--- config.mk ---
export PLATFORM = sky130hd
export DESIGN_NAME = acc_conv_ctrl
export DESIGN_NICKNAME = d
export VERILOG_FILES = /design/src/rtl/acc_pkg.sv /design/src/rtl/acc_sar_tick.sv /design/src/rtl/acc_conv_ctrl.sv
export VERILOG_INCLUDE_DIRS = /design/src /design/src/rtl
export SDC_FILE = /design/constraint.sdc
export NUM_CORES = 1
export LEC_CHECK = 0
export ABC_AREA = 1
export BUFFER_PORTS_ARGS = -buffer_cell sky130_fd_sc_hd__buf_4
export CORE_ASPECT_RATIO = 2
export CORE_MARGIN = 3
export CORE_UTILIZATION = 25
export DETAILED_ROUTE_END_ITERATION = 6
export MAX_ROUTING_LAYER = met4
export PLACE_DENSITY_LB_ADDON = 0.12
export SLEW_MARGIN = 15
export SYNTH_ARGS = -nofsm -noshare
export SYNTH_HDL_FRONTEND = slang
export SYNTH_SLANG_ARGS = --single-unit
--- constraint.sdc ---
create_clock -name clk_i -period 2 [get_ports clk_i]
set_clock_uncertainty 0.15 [all_clocks]
set_input_delay 0.3 -clock clk_i [delete_from_list [all_inputs] [get_ports clk_i]]
set_output_delay 0.3 -clock clk_i [all_outputs]
set_load 0.05 [all_outputs]
--- src/rtl/acc_map.svh ---
// Offsets, field positions, reset values and timing counts of the converter control block
`ifndef ACC_MAP_SVH
`define ACC_MAP_SVH

// ==========================================================
// Register map
// ==========================================================
`define ACC_CTL_OFFSET 8'h00
`define ACC_CTL_RESET 8'h00

// ==========================================================
// Field positions in converter_control_status
// ==========================================================
`define ACC_BIT_ENABLE 7
`define ACC_BIT_TRACK_MODE 6
`define ACC_BIT_COMPLETE 5
`define ACC_BIT_BUSY 4
`define ACC_BIT_WINDOW 3
`define ACC_SRC_MSB 2
`define ACC_SRC_LSB 0

// ==========================================================
// Timing counts in converter clock periods, and the clk_i cycles per converter clock
// ==========================================================
`define ACC_TRACK_SAR_CLKS 3
`define ACC_CONV_SAR_CLKS 11
`define ACC_SAR_DIV 4

`endif

--- src/rtl/acc_pkg.sv ---
// Types shared by the converter control block
`default_nettype none

package acc_pkg;

  // ==========================================================
  // Register layout, bit 7 down to bit 0
  // ==========================================================
  typedef struct packed {
    logic enable;      // Converter enable
    logic track_mode;  // Low-power track mode select
    logic complete;    // Conversion complete flag
    logic busy;        // Conversion busy
    logic window;      // Window match flag
    logic [2:0] src;   // Start source select
  } acc_ctl_t;

  // ==========================================================
  // Start source codes
  // ==========================================================
  typedef enum logic [2:0] {
    SRC_SOFTWARE = 3'h0,
    SRC_TIMER0 = 3'h1,
    SRC_TIMER2 = 3'h2,
    SRC_TIMER1 = 3'h3,
    SRC_EXT_PIN = 3'h4,
    SRC_TIMER3 = 3'h5
  } acc_src_t;

  // ==========================================================
  // Timer overflow pulses
  // ==========================================================
  typedef struct packed {
    logic t3;
    logic t2;
    logic t1;
    logic t0;
  } acc_ovf_t;

  // ==========================================================
  // Sequencer states, one-hot
  // ==========================================================
  typedef enum logic [2:0] {
    ST_IDLE = 3'h1,
    ST_TRACK = 3'h2,
    ST_CONV = 3'h4
  } acc_state_t;

endpackage

`default_nettype wire

--- src/rtl/acc_sar_tick.sv ---
// Converter clock enable divider
`timescale 1ns/1ps
`default_nettype none

module acc_sar_tick #(
  parameter int DIV = 4
) (
  input wire logic clk_i,
  input wire logic rst_i,
  input wire logic run_i,
  output logic tick_o
);

  localparam int CW = (DIV > 1) ? $clog2(DIV) : 1;

  logic [CW-1:0] cnt_r;   // Cycle counter
  logic [CW-1:0] cnt_nxt;
  logic tick_nxt;         // One-cycle enable

  // ==========================================================
  // Divider next state
  // ==========================================================
  always_comb begin
    cnt_nxt = cnt_r;
    tick_nxt = 1'b0;
    if (!run_i) begin
      // Restart so each sequence sees full periods
      cnt_nxt = '0;
    end else if (cnt_r == CW'(DIV - 1)) begin
      cnt_nxt = '0;
      tick_nxt = 1'b1;
    end else begin
      cnt_nxt = cnt_r + CW'(1);
    end
  end

  // Register stage
  always_ff @(posedge clk_i) begin
    if (rst_i) begin
      cnt_r <= '0;
      tick_o <= 1'b0;
    end else begin
      cnt_r <= cnt_nxt;
      tick_o <= tick_nxt;
    end
  end

endmodule

`default_nettype wire

--- src/rtl/acc_conv_ctrl.sv ---
// Conversion control and status logic for the successive-approximation converter
// Contract
// - Enable clear holds converter in shutdown
// - Normal mode tracks except while converting
// - Low-power mode tracks per start source
// - Complete flag set as busy falls
// - Complete flag sticky until cleared
// - Busy reads one during conversion
// - Window flag set on match at conversion end, sticky
// - Other normal sources start on timer overflow
// - Low-power trigger starts tracking period first, except pin source
// - Tracking lasts three converter clocks
// - Pin source tracks low in low-power mode, converts rising
`timescale 1ns/1ps
`default_nettype none
`include "acc_map.svh"

module acc_conv_ctrl #(
  parameter int AW = 8,
  parameter int SAR_DIV = `ACC_SAR_DIV,
  parameter int TRACK_CLKS = `ACC_TRACK_SAR_CLKS,
  parameter int CONV_CLKS = `ACC_CONV_SAR_CLKS
) (
  input wire logic clk_i,
  input wire logic rst_i,
  input wire logic wb_cyc_i,
  input wire logic wb_stb_i,
  input wire logic wb_we_i,
  input wire logic [3:0] wb_sel_i,
  input wire logic [AW-1:0] wb_adr_i,
  input wire logic [31:0] wb_dat_i,
  output logic [31:0] wb_dat_o,
  output logic wb_ack_o,
  input wire acc_pkg::acc_ovf_t timer_ovf_i,
  input wire logic ext_start_i,
  input wire logic win_match_i,
  output logic shutdown_o,
  output logic track_o,
  output logic convert_o,
  output logic conv_done_o
);

  import acc_pkg::*;

  localparam int CW = $clog2(CONV_CLKS + TRACK_CLKS + 1);

  // ==========================================================
  // Trigger selection
  // ==========================================================
  function automatic logic sel_trigger(input logic [2:0] src, input acc_ovf_t ovf,
                                       input logic pin_rise, input logic sw_go);
    logic hit;
    hit = 1'b0;
    case (src)
      SRC_SOFTWARE: hit = sw_go;
      SRC_TIMER0: hit = ovf.t0;
      SRC_TIMER2: hit = ovf.t2;
      SRC_TIMER1: hit = ovf.t1;
      SRC_EXT_PIN: hit = pin_rise;
      SRC_TIMER3: hit = ovf.t3;
      default: hit = 1'b0; // Reserved codes start nothing
    endcase
    return hit;
  endfunction

  // ==========================================================
  // Bus slave state
  // ==========================================================
  logic ack_nxt;            // Next acknowledge
  logic [31:0] dat_nxt;     // Next read data
  logic bus_req;            // New request this cycle
  logic bus_hit;            // Address hits the register
  logic reg_wr;             // Write to the register lane

  // ==========================================================
  // Control state
  // ==========================================================
  acc_ctl_t ctl_r;          // converter_control_status
  acc_ctl_t ctl_nxt;
  acc_state_t st_r;         // Sequencer state
  acc_state_t st_nxt;
  logic [CW-1:0] cnt_r;     // Converter clock counter
  logic [CW-1:0] cnt_nxt;
  logic pin_prev_r;         // Pin level one cycle ago
  logic pin_prev_nxt;
  logic shutdown_nxt;
  logic track_nxt;
  logic convert_nxt;
  logic done_nxt;
  logic sar_tick;           // Converter clock enable
  logic sw_go;              // Software start request
  logic pin_rise;           // Rising edge of start pin
  logic trig;               // Selected start event
  logic [7:0] wdat;         // Written byte

  // ==========================================================
  // Converter clock divider
  // ==========================================================
  acc_sar_tick #(
    .DIV(SAR_DIV)
  ) u_tick (
    .clk_i(clk_i),
    .rst_i(rst_i),
    // Runs from the trigger cycle so the first tick is one full period
    .run_i(st_nxt != ST_IDLE),
    .tick_o(sar_tick)
  );

  // ==========================================================
  // Wishbone decode and answer
  // ==========================================================
  always_comb begin
    bus_req = wb_cyc_i && wb_stb_i && !wb_ack_o;
    bus_hit = (wb_adr_i == AW'(`ACC_CTL_OFFSET));
    reg_wr = bus_req && bus_hit && wb_we_i && wb_sel_i[0];
    ack_nxt = bus_req;
    dat_nxt = wb_dat_o;
    if (bus_req) begin
      // Unmapped addresses read zero
      dat_nxt = bus_hit ? {24'h0, ctl_r} : 32'h0;
    end
  end

  // Bus registers
  always_ff @(posedge clk_i) begin
    if (rst_i) begin
      wb_ack_o <= 1'b0;
      wb_dat_o <= 32'h0;
    end else begin
      wb_ack_o <= ack_nxt;
      wb_dat_o <= dat_nxt;
    end
  end

  // ==========================================================
  // Control next state
  // ==========================================================
  always_comb begin
    wdat = wb_dat_i[7:0];
    ctl_nxt = ctl_r;
    st_nxt = st_r;
    cnt_nxt = cnt_r;
    done_nxt = 1'b0;
    pin_prev_nxt = ext_start_i;
    pin_rise = ext_start_i && !pin_prev_r;
    // Busy write of one only counts with software source
    sw_go = reg_wr && wdat[`ACC_BIT_BUSY] && (ctl_r.src == SRC_SOFTWARE);
    trig = sel_trigger(ctl_r.src, timer_ovf_i, pin_rise, sw_go);
    if (reg_wr) begin
      ctl_nxt.enable = wdat[`ACC_BIT_ENABLE];
      ctl_nxt.track_mode = wdat[`ACC_BIT_TRACK_MODE];
      ctl_nxt.src = wdat[`ACC_SRC_MSB:`ACC_SRC_LSB];
      // Writing zero clears, writing one
      ctl_nxt.complete = ctl_r.complete && wdat[`ACC_BIT_COMPLETE];
      ctl_nxt.window = ctl_r.window && wdat[`ACC_BIT_WINDOW];
    end
    case (st_r)
      ST_IDLE: begin
        cnt_nxt = '0;
        if (ctl_r.enable && trig) begin
          if (ctl_r.track_mode && ctl_r.src != SRC_EXT_PIN) begin
            // Trigger opens a timed tracking period
            st_nxt = ST_TRACK;
          end else begin
            // Normal mode and pin edge convert at once
            st_nxt = ST_CONV;
          end
        end
      end
      ST_TRACK: begin
        if (sar_tick) begin
          if (cnt_r == CW'(TRACK_CLKS - 1)) begin
            // Tracking done, conversion follows
            st_nxt = ST_CONV;
            cnt_nxt = '0;
          end else begin
            cnt_nxt = cnt_r + CW'(1);
          end
        end
      end
      ST_CONV: begin
        if (sar_tick) begin
          if (cnt_r == CW'(CONV_CLKS - 1)) begin
            st_nxt = ST_IDLE;
            cnt_nxt = '0;
            done_nxt = 1'b1;
            // Set after the software clear so the set wins
            ctl_nxt.complete = 1'b1;
            if (win_match_i) begin
              ctl_nxt.window = 1'b1;
            end
          end else begin
            cnt_nxt = cnt_r + CW'(1);
          end
        end
      end
      default: begin
        st_nxt = ST_IDLE;
        cnt_nxt = '0;
      end
    endcase
    if (!ctl_nxt.enable) begin
      // Disable aborts any sequence
      st_nxt = ST_IDLE;
      cnt_nxt = '0;
      done_nxt = 1'b0;
    end
    // Busy mirrors a running sequence
    ctl_nxt.busy = (st_nxt != ST_IDLE);
    shutdown_nxt = !ctl_nxt.enable;
    convert_nxt = (st_nxt == ST_CONV);
    if (!ctl_nxt.enable || st_nxt == ST_CONV) begin
      track_nxt = 1'b0;
    end else if (!ctl_nxt.track_mode) begin
      track_nxt = 1'b1;
    end else if (ctl_nxt.src == SRC_EXT_PIN) begin
      track_nxt = !ext_start_i && (st_nxt == ST_IDLE);
    end else begin
      track_nxt = (st_nxt == ST_TRACK);
    end
  end

  // Control registers, zero at reset except st_r (ST_IDLE) and shutdown_o (one)
  always_ff @(posedge clk_i) begin
    if (rst_i) begin
      ctl_r <= acc_ctl_t'(`ACC_CTL_RESET);
      st_r <= ST_IDLE;
      cnt_r <= '0;
      pin_prev_r <= 1'b0;
      shutdown_o <= 1'b1;
      track_o <= 1'b0;
      convert_o <= 1'b0;
      conv_done_o <= 1'b0;
    end else begin
      ctl_r <= ctl_nxt;
      st_r <= st_nxt;
      cnt_r <= cnt_nxt;
      pin_prev_r <= pin_prev_nxt;
      shutdown_o <= shutdown_nxt;
      track_o <= track_nxt;
      convert_o <= convert_nxt;
      conv_done_o <= done_nxt;
    end
  end

endmodule

`default_nettype wire

==> metrics <==
commonest non-fill, non-tap cell in the layout nand2_1; PortBufs 40; simple-gate share of the synthesized area between 20% and 30%; startpoint type of the worst setup path flop; share of layout cells above drive strength 1 around a quarter; cell taking the most area after synthesis dfxtp_1; post-layout util ~34%; final hold vios 0; max-cap violation count 0; die area between 7000 and 8000 um2; crit-path cells inv_1, nand3_1, nor2_2, and2_4, nand2_4, a21oi_4, nand3_4, nor2_4, nand2_1, nor2_1; Syn Inst Count approximately 230; Area contributors post-synth dfxtp_1, nand2_1, buf_4; number of I/O pins 92; mux cell area share after synthesis 0%; Setup crit end u_tick.cnt_r[0]; crit path DAT ~1.9 ns; Inserted Clock Buffers 5; critical path type flop to flop; drt first pass iters 4; outcome finished clean; PwrDens 783 nW/um2; Placement Setup Slack around 0.027 ns; Initial Util 25.8%; Hold Buf Count CTS 0; reg2reg start wb_ack_o; xor/xnor share of the synthesized area roughly 1.1%; RSZ-0062 raised after global routing false; GRT Total Usage a little under an eighth; R2R setup slack about 0.17 ns; Slew Viols, Final 0; final hold slack ~0.10 ns; top-area cell type share of the netlist area ~40%; CP max stage cell dfxtp_2; post-detail-place hpwl about 3300 um; row count slightly above 40; clk_lat worst skew between 0.2 and 0.3 ns; count of clock tree sinks 32; ANT cells 0; reg-to-reg endpoint u_tick.cnt_r[0]; CTS tree yes; Clock Tree Buf Depth 2; # nets final roughly 340; vias between 1000 and 1500; total grt overflow 0; Synth warnings 0; FF-to-FF path depth 10; Routed wire per std cell roughly 11 um; number of global-route vias before repair 1424; fmax 0.546 GHz; Setup-failing EPs final 0; final wirelength between 4000 and 5000 um; Die Ht between 100 and 150 um; most frequent cells in the layout nand2_1, buf_4, nor2_1, dfxtp_1, inv_1; Syn-to-layout area delta 31.0%; Hold Crit Depth 3; Residual DRC 0; post-synthesis sequential area ratio between 30% and 40%; clock slew at reported path FFs 0.05 ns; leakage 0.00103 uW; Mapped Avg Cell Area between 7 and 8 um2; setup tns final 0 ns; Max stage delay on crit path approximately 0.32 ns; final worst path period share 91.6%; global-route wire length before repair 6440 um; Power Total between 1500 and 2000 uW; CP Max Fanout 8; initial antenna violation count 0; Final WS setup 0.168 ns; Post-Syn Area 1640 um2; Synth Area in Compound Gates 9.29%; largest family of logic cells by synthesized area simple AND/OR/NAND/NOR gates; CP endpoint kind flop; Die Span X about 63 um; largest net degree at the start of global routing 22; Post-CTS Setup Inserts 0; Distinct cells, synth 27; Worst VDD drop just under 0.0005 V; core area between 6000 and 7000 um2; H-tree depth 2; HP Class input pin to flop; post-route minimum period between 1.5 and 2 ns; worst path required time about 2.1 ns; crit path from wb_ack_o; Clk Tree Root Cell clkbuf_16; Post-Synth Adder-Cell Area about 2.3%; Initial DRC Count 55; post-route ant nets 0; Seq cells post-synth 32; GP Congestion about 0.81; number of vias per cell 4.00
==> what timing repair did <==
action | CTS | global route
hold endpoints to repair | 0 | 0
resized for setup | 0 | 2
setup endpoints to repair | 0 | 7
==> synthesized netlist by cell type, drive strengths merged <==
library cell	number
dfxtp	32
a21oi	18
conb	1
nand3	10
nor4	1
inv	32
nor2	36
nand2	51
o22ai	1
xor2	2
and2	1
clkbuf	2
nor3	4
nand4	4
o21ai	9
buf	26
ha	3
==> flip-flops by register name (all words and copies together) (netlist names) <==
signal / flops
cnt_r: 4
convert_o: 1
u_tick.cnt_r: 2
pin_prev_r: 1
u_tick.tick_o: 1
wb_dat_o: 8
track_o: 1
ctl_r: 8
wb_ack_o: 1
conv_done_o: 1
st_r: 3
shutdown_o: 1
==> power breakdown <==
| part | internal [uW] | leakage [uW] | total (uW) | switching, uW |
|---|---|---|---|---|
| registers | 640 | 0.000259 | 641 | 0.701 |
| clock network | 584 | 0.0000798 | 873 | 288 |
| logic | 41.2 | 0.000693 | 173 | 132 |
| total | 1270 | 0.00103 | 1690 | 421 |
==> logic make-up after synthesis <==
kind of cell    Yosys count
simple gates            107
buf+inv                  60
xor+xnor                  2
fa+ha+maj                 3
other cells               1
compound gates           28
flops                    32
==> routing by layer <==
| layer | vias up | global-route usage [%] | part of all wire [%] |
|---|---|---|---|
| li1 | 770 | - | - |
| met1 | 643 | 9.56 | 33 |
| met2 | 51 | 21.4 | 58 |
| met3 | 8 | 3.62 | 6.9 |
| met4 | 0 | 8.25 | 2.4 |
| met5 | - | - | 0 |
==> critical path: cells and delay by family, from the launching register on <==
kind,cells,cell delay (ns)
and+or+nand+nor,8,0.97
AOI/OAI and AO/OA,1,0.27
buffers and inverters,1,0.05
DFF,1,0.32
==> worst min-delay path by stage <==
stage	start	end	slack, ns
after detailed placement	u_tick.cnt_r[0]	u_tick.cnt_r[0]	0.27
final	ext_start_i	pin_prev_r	0.10
after CTS	ext_start_i	pin_prev_r	0.1
after floorplan	rst_i	ctl_r[4]	0.23
after global placement	u_tick.cnt_r[0]	u_tick.cnt_r[0]	0.27
after global routing	ext_start_i	pin_prev_r	0.11
==> per-stage QoR <==
| stage | instances | instance area, um2 |
|---|---|---|
| CTS | 368 | 2150 |
| global placement | 360 | 1980 |
| detailed placement | 360 | 1980 |
| finish | 368 | 2150 |
| global route | 368 | 2150 |
| floorplan | 256 | 1730 |
==> layout make-up <==
cell class	instances	area, um2
multi-input combinational	164	769
sequential	32	642
tap	86	108
clock inverter	3	42.5
timing repair buffer	46	345
inverter	32	120
fill	751	4210
clock buffer	5	125
Note: power is estimated with default switching activity, not from simulation.
